### src/core/fifo_level_map.svh
// Register map, field positions and codes for the input buffer level control
// Overview of operation
// - Integral depth request, bits 6..4, sets spacing in input samples, codes 0..7.
// - After reset integral request is 4 and fractional request is 0.
// - Fractional depth request, bits 2..0, adds spacing in converter clock cycles.
// - Achieved integral spacing reads back in bits 6..4 of depth status.
// - Reported total depth stays within two converter cycles of the request for fractions up to the ratio less one.
// - Achieved fractional spacing reads back in bits 2..0 of depth status.
// - Setting control bit 0 from the serial port starts a buffer pointer reset.
// - Control bit 1 acknowledges a buffer reset started from the serial port.
// - Depth status and control registers reset to zero.
// - Interpolation select 00, 10, 11 gives ratio 2, 4, 8.
// - Valid frame pulse resets the buffer when frame target is 00 or 10.
`ifndef FIFO_LEVEL_MAP_SVH
`define FIFO_LEVEL_MAP_SVH

`define DEPTH_REQ_ADDR   8'h23
`define DEPTH_STAT_ADDR  8'h24
`define RST_CTRL_ADDR    8'h25

`define DEPTH_REQ_RESET  8'h40
`define INT_REQ_RESET    3'h4
`define FRAC_REQ_RESET   3'h0

`define INT_MSB          6
`define INT_LSB          4
`define FRAC_MSB         2
`define FRAC_LSB         0
`define REQ_BIT          0
`define ACK_BIT          1

`define INTERP_2X        2'h0
`define INTERP_4X        2'h2
`define INTERP_8X        2'h3
`define RATIO_M1_2X      3'h1
`define RATIO_M1_4X      3'h3
`define RATIO_M1_8X      3'h7

`define FRAME_FIFO_ONLY  2'h0
`define FRAME_FIFO_OSC   2'h2

`endif

### src/core/fifo_level_pkg.sv
// Types shared by the input buffer level control
package fifo_level_pkg;

    typedef enum logic [1:0]
    {
        ST_IDLE   = 2'h0,
        ST_ARMED  = 2'h1,
        ST_SETTLE = 2'h3
    } align_state_e;

endpackage : fifo_level_pkg

### src/core/input_fifo_level_control.sv
// Pointer spacing control and depth readback for the input data buffer
`include "fifo_level_map.svh"

module input_fifo_level_control
(
    input  wire logic       CLK,
    input  wire logic       RST,
    input  wire logic       DATA_CLK,
    input  wire logic [7:0] REG_ADDR,
    input  wire logic       REG_WR,
    input  wire logic [7:0] REG_WDATA,
    input  wire logic       REG_RD,
    input  wire logic [1:0] INTERP_SEL,
    input  wire logic       FRAME_VALID,
    input  wire logic [1:0] FRAME_MODE,
    output logic      [7:0] REG_RDATA,
    output logic      [2:0] WRITE_PTR,
    output logic      [2:0] READ_PTR,
    output logic            RESET_BUSY
);

    fifo_level_pkg::align_state_e state_reg;

    logic [2:0] int_req_reg;
    logic [2:0] frac_req_reg;
    logic [2:0] int_rb_reg;
    logic [2:0] frac_rb_reg;
    logic       spi_req_reg;
    logic       spi_ack_reg;
    logic       spi_pend_reg;
    logic       req_prev_reg;
    logic [2:0] wptr_reg;
    logic [2:0] rptr_reg;
    logic [2:0] phase_reg;
    logic       data_rise;
    logic [2:0] ratio_m1;
    logic [2:0] frac_lim;
    logic       wr_depth;
    logic       wr_ctrl;
    logic       start_spi;
    logic       start_frame;
    logic       settle_done;

    link_edge_sync u_sync
    (
        .clk     (CLK),
        .rst     (RST),
        .d_async (DATA_CLK),
        .rise    (data_rise)
    );

    always_comb
    begin
        case (INTERP_SEL)
            `INTERP_4X: ratio_m1 = `RATIO_M1_4X;
            `INTERP_8X: ratio_m1 = `RATIO_M1_8X;
            default:    ratio_m1 = `RATIO_M1_2X;
        endcase
    end

    // Out-of-range fraction is clamped so the read phase never overruns
    assign frac_lim    = (frac_req_reg > ratio_m1) ? ratio_m1 : frac_req_reg;
    assign wr_depth    = REG_WR && REG_ADDR == `DEPTH_REQ_ADDR;
    assign wr_ctrl     = REG_WR && REG_ADDR == `RST_CTRL_ADDR;
    assign start_spi   = spi_req_reg && !req_prev_reg;
    assign start_frame = FRAME_VALID &&
                         (FRAME_MODE == `FRAME_FIFO_ONLY || FRAME_MODE == `FRAME_FIFO_OSC);
    assign settle_done = state_reg == fifo_level_pkg::ST_SETTLE && data_rise;

    assign WRITE_PTR = wptr_reg;
    assign READ_PTR  = rptr_reg;

    always_ff @(posedge CLK)
    begin
        if (RST)
        begin
            int_req_reg  <= `INT_REQ_RESET;
            frac_req_reg <= `FRAC_REQ_RESET;
        end
        else if (wr_depth)
        begin
            int_req_reg  <= REG_WDATA[`INT_MSB:`INT_LSB];
            frac_req_reg <= REG_WDATA[`FRAC_MSB:`FRAC_LSB];
        end
    end

    always_ff @(posedge CLK)
    begin
        if (RST)
        begin
            spi_req_reg  <= 1'b0;
            req_prev_reg <= 1'b0;
        end
        else
        begin
            req_prev_reg <= spi_req_reg;
            if (wr_ctrl)
                spi_req_reg <= REG_WDATA[`REQ_BIT];
        end
    end

    // Acknowledge set wins over the clear from a dropped request
    always_ff @(posedge CLK)
    begin
        if (RST)
        begin
            spi_pend_reg <= 1'b0;
            spi_ack_reg  <= 1'b0;
        end
        else
        begin
            if (settle_done && spi_pend_reg)
            begin
                spi_ack_reg  <= 1'b1;
                spi_pend_reg <= 1'b0;
            end
            else
            begin
                if (start_spi)
                    spi_pend_reg <= 1'b1;
                if (!spi_req_reg)
                    spi_ack_reg <= 1'b0;
            end
        end
    end

    // Reset aligned to a write edge so spacing is measured from a known point
    always_ff @(posedge CLK)
    begin
        if (RST)
        begin
            state_reg  <= fifo_level_pkg::ST_IDLE;
            RESET_BUSY <= 1'b0;
        end
        else
        begin
            case (state_reg)
                fifo_level_pkg::ST_IDLE:
                begin
                    if (start_spi || start_frame)
                    begin
                        state_reg  <= fifo_level_pkg::ST_ARMED;
                        RESET_BUSY <= 1'b1;
                    end
                end
                fifo_level_pkg::ST_ARMED:
                begin
                    if (data_rise)
                        state_reg <= fifo_level_pkg::ST_SETTLE;
                end
                fifo_level_pkg::ST_SETTLE:
                begin
                    if (data_rise)
                    begin
                        state_reg  <= fifo_level_pkg::ST_IDLE;
                        RESET_BUSY <= 1'b0;
                    end
                end
                default:
                begin
                    state_reg  <= fifo_level_pkg::ST_IDLE;
                    RESET_BUSY <= 1'b0;
                end
            endcase
        end
    end

    always_ff @(posedge CLK)
    begin
        if (RST)
            wptr_reg <= 3'h0;
        else if (data_rise)
            wptr_reg <= 3'(wptr_reg + 3'h1);
    end

    // Phase counts converter cycles down within one input sample
    always_ff @(posedge CLK)
    begin
        if (RST)
        begin
            rptr_reg  <= 3'h0;
            phase_reg <= 3'h0;
        end
        else if (state_reg == fifo_level_pkg::ST_ARMED && data_rise)
        begin
            rptr_reg  <= 3'(wptr_reg + 3'h1 - int_req_reg);
            phase_reg <= frac_lim;
        end
        else if (phase_reg == 3'h0)
        begin
            rptr_reg  <= 3'(rptr_reg + 3'h1);
            phase_reg <= ratio_m1;
        end
        else
        begin
            phase_reg <= 3'(phase_reg - 3'h1);
        end
    end

    // One sample after alignment; edge jitter keeps error within two cycles
    always_ff @(posedge CLK)
    begin
        if (RST)
        begin
            int_rb_reg  <= 3'h0;
            frac_rb_reg <= 3'h0;
        end
        else if (settle_done)
        begin
            int_rb_reg  <= 3'(wptr_reg + 3'h1 - rptr_reg);
            frac_rb_reg <= phase_reg;
        end
    end

    always_ff @(posedge CLK)
    begin
        if (RST)
            REG_RDATA <= 8'h00;
        else if (REG_RD)
        begin
            case (REG_ADDR)
                `DEPTH_REQ_ADDR:  REG_RDATA <= {1'b0, int_req_reg, 1'b0, frac_req_reg};
                `DEPTH_STAT_ADDR: REG_RDATA <= {1'b0, int_rb_reg, 1'b0, frac_rb_reg};
                `RST_CTRL_ADDR:   REG_RDATA <= {6'h00, spi_ack_reg, spi_req_reg};
                default:          REG_RDATA <= 8'h00;
            endcase
        end
    end

    property p_req_reset;
        @(posedge CLK) $fell(RST) |-> int_req_reg == `INT_REQ_RESET && frac_req_reg == `FRAC_REQ_RESET;
    endproperty
    a_req_reset: assert property (p_req_reset) else $error("depth request not 4.0 after reset");

    property p_stat_reset;
        @(posedge CLK) $fell(RST) |-> int_rb_reg == 3'h0 && frac_rb_reg == 3'h0 && !spi_ack_reg && !spi_req_reg;
    endproperty
    a_stat_reset: assert property (p_stat_reset) else $error("status or control not zero after reset");

    property p_spi_start;
        @(posedge CLK) disable iff (RST)
            wr_ctrl && REG_WDATA[`REQ_BIT] && !spi_req_reg && state_reg == fifo_level_pkg::ST_IDLE
            |=> ##1 state_reg == fifo_level_pkg::ST_ARMED && RESET_BUSY;
    endproperty
    a_spi_start: assert property (p_spi_start) else $error("serial request did not start reset");

    property p_frame_start;
        @(posedge CLK) disable iff (RST)
            start_frame && state_reg == fifo_level_pkg::ST_IDLE |=> state_reg == fifo_level_pkg::ST_ARMED;
    endproperty
    a_frame_start: assert property (p_frame_start) else $error("frame pulse did not start reset");

    property p_align;
        @(posedge CLK) disable iff (RST)
            state_reg == fifo_level_pkg::ST_ARMED && data_rise
            |=> rptr_reg == 3'($past(wptr_reg) + 3'h1 - $past(int_req_reg)) && wptr_reg == 3'($past(wptr_reg) + 3'h1);
    endproperty
    a_align: assert property (p_align) else $error("read pointer not placed at requested spacing");

    property p_stat_update;
        @(posedge CLK) disable iff (RST)
            (int_rb_reg != $past(int_rb_reg) || frac_rb_reg != $past(frac_rb_reg)) |-> $past(settle_done);
    endproperty
    a_stat_update: assert property (p_stat_update) else $error("depth status changed outside settle");

    property p_ack_set;
        @(posedge CLK) disable iff (RST)
            $rose(spi_ack_reg) |-> $past(spi_pend_reg) && $past(state_reg) == fifo_level_pkg::ST_SETTLE && !RESET_BUSY;
    endproperty
    a_ack_set: assert property (p_ack_set) else $error("acknowledge without completed serial reset");

    property p_ack_clear;
        @(posedge CLK) disable iff (RST)
            !spi_req_reg && !(settle_done && spi_pend_reg) |=> !spi_ack_reg;
    endproperty
    a_ack_clear: assert property (p_ack_clear) else $error("acknowledge held after request cleared");

    property p_phase_bound;
        @(posedge CLK) disable iff (RST)
            $stable(INTERP_SEL) && $past(phase_reg) <= ratio_m1 |-> phase_reg <= ratio_m1;
    endproperty
    a_phase_bound: assert property (p_phase_bound) else $error("read phase beyond interpolation ratio");

endmodule : input_fifo_level_control

### src/core/link_edge_sync.sv
// Three-stage synchroniser with rising edge detect for the input data clock
module link_edge_sync
(
    input  wire logic clk,
    input  wire logic rst,
    input  wire logic d_async,
    output logic      rise
);

    logic s1_reg;
    logic s2_reg;
    logic s3_reg;
    logic level_reg;

    always_ff @(posedge clk)
    begin
        if (rst)
        begin
            s1_reg <= 1'b0;
            s2_reg <= 1'b0;
            s3_reg <= 1'b0;
        end
        else
        begin
            s1_reg <= d_async;
            s2_reg <= s1_reg;
            s3_reg <= s2_reg;
        end
    end

    // Change accepted only once second and third stage agree
    always_ff @(posedge clk)
    begin
        if (rst)
        begin
            level_reg <= 1'b0;
            rise      <= 1'b0;
        end
        else
        begin
            rise <= 1'b0;
            if (s2_reg == s3_reg && s3_reg != level_reg)
            begin
                level_reg <= s3_reg;
                rise      <= s3_reg;
            end
        end
    end

endmodule : link_edge_sync

### config.mk
export PLATFORM = sky130hd
export DESIGN_NAME = input_fifo_level_control
export DESIGN_NICKNAME = d
export VERILOG_FILES = /design/src/core/fifo_level_pkg.sv /design/src/core/input_fifo_level_control.sv /design/src/core/link_edge_sync.sv
export VERILOG_INCLUDE_DIRS = /design/src /design/src/core
export SDC_FILE = /design/constraint.sdc
export NUM_CORES = 1
export LEC_CHECK = 0
export ABC_CLOCK_PERIOD_IN_PS = 2650
export BUFFER_PORTS_ARGS = -buffer_cell sky130_fd_sc_hd__buf_2
export CAP_MARGIN = 20
export CELL_PAD_IN_SITES_DETAIL_PLACEMENT = 0
export CELL_PAD_IN_SITES_GLOBAL_PLACEMENT = 1
export CORE_MARGIN = 2
export CORE_UTILIZATION = 45
export CTS_BUF_LIST = sky130_fd_sc_hd__clkbuf_8
export DETAILED_ROUTE_END_ITERATION = 8
export PLACE_DENSITY_LB_ADDON = 0.08
export SLEW_MARGIN = 5
export SYNTH_ARGS = -nofsm -noshare
export SYNTH_HDL_FRONTEND = slang
export SYNTH_HIERARCHICAL = 1
export SYNTH_SLANG_ARGS = --single-unit
### constraint.sdc
create_clock -name CLK -period 2.65 [get_ports CLK]
set_input_delay 0.265 -clock CLK [delete_from_list [all_inputs] [get_ports CLK]]
set_output_delay 0.265 -clock CLK [all_outputs]
set_load 0.02 [all_outputs]
* Word-level counts from Yosys, hierarchy flattened
Index checks and enable logic that the tools add are counted.
** Cells by class
- $add $sub $neg :: 5
- Multiply operators :: 0
- Divide/modulo/power cells :: 0
- Magnitude comparators :: 1
- Equal/unequal tests :: 14
- Shift operators :: 0
- Multiplexer cells :: 16
- Bitwise logic cells :: 2
- Reductions and logical operators :: 19
** Operators by type and width (count)
- 8-bit by 6-bit == test with 1-bit output (second input constant) :: 3
- 7-bit one-hot mux with 3 select lines :: 1
- 3-bit 2-to-1 mux :: 5
- 2-bit == test (second input constant) :: 4
- 1-bit logical AND :: 8
- 3-bit by 1-bit adder with 3-bit output (second input constant) :: 2
- 2-bit 2-to-1 mux :: 3
- 2-bit by 1-bit != test with 1-bit output (second input constant) :: 3
- 2-bit one-hot mux with 3 select lines :: 1
- 3-bit one-hot mux with 2 select lines :: 1
- 3-bit AND reduction :: 2
- 3-bit subtractor :: 2
- 2-bit logical NOT :: 2
- 1-bit 2-to-1 mux :: 4
- 2-bit OR reduction :: 2
- 3-bit > comparator :: 1
- 3-bit logical NOT :: 1
- 1-bit one-hot mux with 3 select lines :: 1
- 3-bit by 1-bit subtractor with 3-bit output (second input constant) :: 1
- 2-bit by 1-bit == test with 1-bit output (second input constant) :: 1
- 1-bit logical OR :: 2
- 2-bit != test (second input constant) :: 1
- 1-bit inverter :: 2
- 2-bit nonzero test :: 1
- 3 further kinds :: 3
** Word-level totals
- Bits in registers :: 41
- Latch bits :: 0
- Memory bits (writable) :: 0
- ROM bits :: 0
- Input bits :: 26
- Output and inout bits :: 15
- Word-level logic and storage cells :: 76
- Memories :: 0

* Logic depth before layout (Yosys ltp)
- Word-level depth :: 6
- Gate-level depth with buffers :: 8
- Mapped depth without buffers :: 7

* Modules after synthesis
Netlist, hierarchy kept.
** Modules (own cells, without submodules)
- input_fifo_level_control :: instances 1, cells each 188, area each 1666.6 um2, seq. area each 680.7 um2
- link_edge_sync :: instances 1, cells each 12, area each 150.1 um2, seq. area each 100.1 um2

* Least setup slack after synthesis
Ideal clock, no wire load.
- Path type :: reg2reg
- Start :: reg wptr_reg[0], in the netlist WRITE_PTR[0]
- End :: reg rptr_reg[2], in the netlist READ_PTR[2]
- Library setup time :: 0.086 ns
- Data arrival time :: 1.712 ns
- Required time :: 2.564 ns
- Slack :: 0.853 ns
- Stages on the path, launching flop included :: 6
- Path buffers :: 0
- Period minus slack after synthesis :: 1.797 ns
- Cell sequence :: dfxtp_1 -> ha_1 -> fa_1 -> xor2_1 -> xnor2_1 -> a211oi_1
** Between the ends
- Cells in the longest elaborated chain, start to end :: 3
** Ends and longest elaborated chain
- from (decl) :: line input_fifo_level_control.sv:32 : logic [2:0] wptr_reg;
- from (signal assigned) :: line input_fifo_level_control.sv:173 : wptr_reg <= 3'(wptr_reg + 3'h1);
- 3-bit by 1-bit adder with 3-bit output :: line input_fifo_level_control.sv:186 : rptr_reg <= 3'(wptr_reg + 3'h1 - int_req_reg);
- 3-bit subtractor :: line input_fifo_level_control.sv:186
- 3-bit 2-to-1 mux :: line input_fifo_level_control.sv:184 : else if (state_reg == fifo_level_pkg::ST_ARMED && data_rise)
- to (signal assigned) :: line input_fifo_level_control.sv:186
- to (signal assigned) :: line input_fifo_level_control.sv:191 : rptr_reg <= 3'(rptr_reg + 3'h1);
- to (decl) :: line input_fifo_level_control.sv:33 : logic [2:0] rptr_reg;
No other way between the ends.
A chain may end at the register's enable or synchronous reset.

* Worst setup path after layout
Same ends and word-level chain as after synthesis.

==> run metrics <==
status=complete, no violations; Layout area overhead=15.7%; path depth of the worst reg2reg path=5; clk_skew=0.00392 ns; detailed placer's ending HPWL=2.94 mm; Synth Cell Area=1820 um^2; CTS tree=yes; register area=781 um^2; Power Total=1.22 mW; post-DR vias/cell=5.19; Setup Crit Path Kind=flop to flop; Pint=0.879 mW; Reg2Reg Setup Slack=0.82 ns; largest net degree at the start of global routing=40; die area=4560 um^2; Leakage=0.810 nW; max-slew violations=0; initial antenna violation count=0; Setup TNS=0 ns; crit end category=flop; routed len/inst=14.1 um; clk sinks=39; Reg with most FFs=REG_RDATA; worst r2r src=WRITE_PTR[0]; final setup violation count=0; most frequent cells in the layout=39 x dfxtp_1, 35 x buf_2, 21 x inv_1, 21 x nor2_1, 16 x nand2_1; most common cell after layout, fill and taps aside=dfxtp_1; PwrDens=582 nW/um^2; Ports=41; max reg flops=6; Layout Nets=268; CP delay by family, top=adder cells; DIE HEIGHT=67.5 um; Clock Pin Slew Worst Setup and Hold Paths=0.08 ns; Slowest cell on crit path=dfxtp_1; Reg-to-Reg End=READ_PTR[2]; synthesis warning total=6; clock buffer depth=2; crit path DAT=2.03 ns; Final min period=1.83 ns; multi-input logic area=908 um^2; setup repair bufs after CTS=0; worst hold endpoint=u_sync/s1_reg; unrepaired setup endpoints after global routing=false; wirelength, routed=4.00 mm; cell row count=23; Yosys top cell by area=dfxtp_1; post-synth cell types=35; final period utilization=69.0%; largest stage delay on the critical path=0.44 ns; worst min-delay path class=primary input to flop; layout cells sized above 1=20.2%; Critical path buffers and inverters=0; first-pass GRT wire length=6.42 mm; clock latency on the worst-skew pair=0.29 ns; VDD IR max=0.305 mV; CP Max Fanout=5; Total GRT Usage=19.1%; Fin. Hold Viols=0; Startpoint Class=flop; max_slew headroom=45.0%; remaining antenna violation count=0; sequential element share of the synthesized area=43.0%; Hold Startpoint=DATA_CLK; worst path cell trace=ha_1 > fa_1 > xor2_1 > xnor2_1 > a211oi_1; drt pass-1 iters=4; vias=1470; Die W=67.5 um; Fill cells=382; DR iter-0 viols=77; Initial Utilization=46.1%; Reg power frac=51.9%; Area contributors post-synth=dfxtp_1 43%, ha_1 5.5%, mux2i_1 5.0%; actual slew at the worst max-slew pin=0.823 ns; Core Region=3940 um^2; PortBufs=35; DRC viols=0; worst hold stages=2; # hold bufs at CTS=0; Synth Register Bits=39; Root Driver=clkbuf_8; Max-Cap Viols=0; via count of the first global-routing pass=1428; switching part of the total=28.1%; cells after synthesis=200; Switching Power=0.344 mW; cts bufs inserted=5; RD Place Congestion=0.779; post_cts resized=0; gr ovfl total=0; maximum level of the CTS H-tree=2; Clk pwr share=32.2%; Worst EP required=2.85 ns; Syn Area/Cell=9.08 um^2; logic gate share of total power=16.0%; antenna cells=0; top cell type's share of synthesized area=43.0%; Max Fclk=547 MHz
==> cells in the mapped netlist (all sizes together) <==
master	count
mux2i	9
fa	2
buf	4
xnor2	7
o21ai	1
a21oi	11
conb	1
and3b	1
nor2	21
a211oi	6
or4b	2
xor2	3
a22oi	3
and3	1
clkbuf	8
a31oi	1
nor4	2
o21bai	1
inv	21
a32oi	4
o22ai	3
nand3	2
a311oi	3
nor2b	3
ha	8
o32ai	7
nor3	4
nand2	16
and2b	1
dfxtp	39
nand2b	5
==> through the flow <==
stage          cell area, um^2  utilization (%)  hold WS (ns)  cells  worst slack [ns]
2_1_floorplan             1820                -         0.332    201             0.853
3_3_place_gp              2010             51.1         0.420    275             0.713
3_5_place_dp              2010             51.1         0.435    275             0.694
4_1_cts                   2100             53.3         0.170    283             0.798
5_1_grt                   2100             53.3         0.168    283             0.667
6_report                  2100             53.3         0.174    283             0.823
==> how the worst max path moves through the flow <==
| stage | startpoint | endpoint | cells past startpoint |
|---|---|---|---|
| floorplan | WRITE_PTR[0] | READ_PTR[2] | 5 |
| CTS | WRITE_PTR[0] | READ_PTR[2] | 5 |
| global route | WRITE_PTR[0] | READ_PTR[2] | 5 |
| detailed placement | REG_ADDR[4] | frac_req_reg[1] | 5 |
| global placement | REG_ADDR[4] | frac_req_reg[0] | 5 |
| finish | WRITE_PTR[0] | READ_PTR[2] | 5 |
==> power groups by stage <==
stage                     Sequential (mW)  Clock (mW)  Combinational, mW
after global placement              0.646           0              0.187
after global routing                0.637       0.433              0.219
after floorplan                     0.657           0              0.124
after detailed placement            0.647           0              0.196
after CTS                           0.634       0.403              0.197
final                               0.634       0.393              0.195
==> layout make-up <==
cell class / instances / area share, %
well taps: 50 / 2.98
multi-input cells: 129 / 43.2
clock buffers: 5 / 3.27
flip-flops and latches: 39 / 37.1
repair buffers: 36 / 8.69
inverters: 21 / 3.75
clock inverters: 3 / 0.952
==> cells by family (layout without fill, tap and decap cells) <==
family                   count (synthesis)  count (layout)  share of synthesized area (%)
AND/OR/NAND/NOR                         58              58                           16.5
buffers and inverters                   33              65                           7.23
other                                    1               2                          0.206
multiplexers                             9               9                           4.96
adder cells (fa/ha/maj)                 10              10                           7.71
flip-flops                              39              39                           43.0
XOR/XNOR                                10              10                           4.82
AO/OA/AOI/OAI                           40              40                           15.6
==> worst reg2reg max path, cell delays in order, from the launching register on <==
cell      delay (ns)
dfxtp_1         0.44
ha_1            0.33
fa_1            0.42
xor2_1          0.16
xnor2_1         0.14
a211oi_1        0.25
==> routing by layer <==
layer	vias up	GRT usage [%]	routed length (um)	part of all wire, %
met5	-	0	0	0
met4	0	4.59	18	0.45
met3	2	5.17	202	5.1
met2	32	33.7	1900	48
met1	690	23.0	1870	47
li1	746	-	-	-
Note: power is estimated with default switching activity, not from simulation.
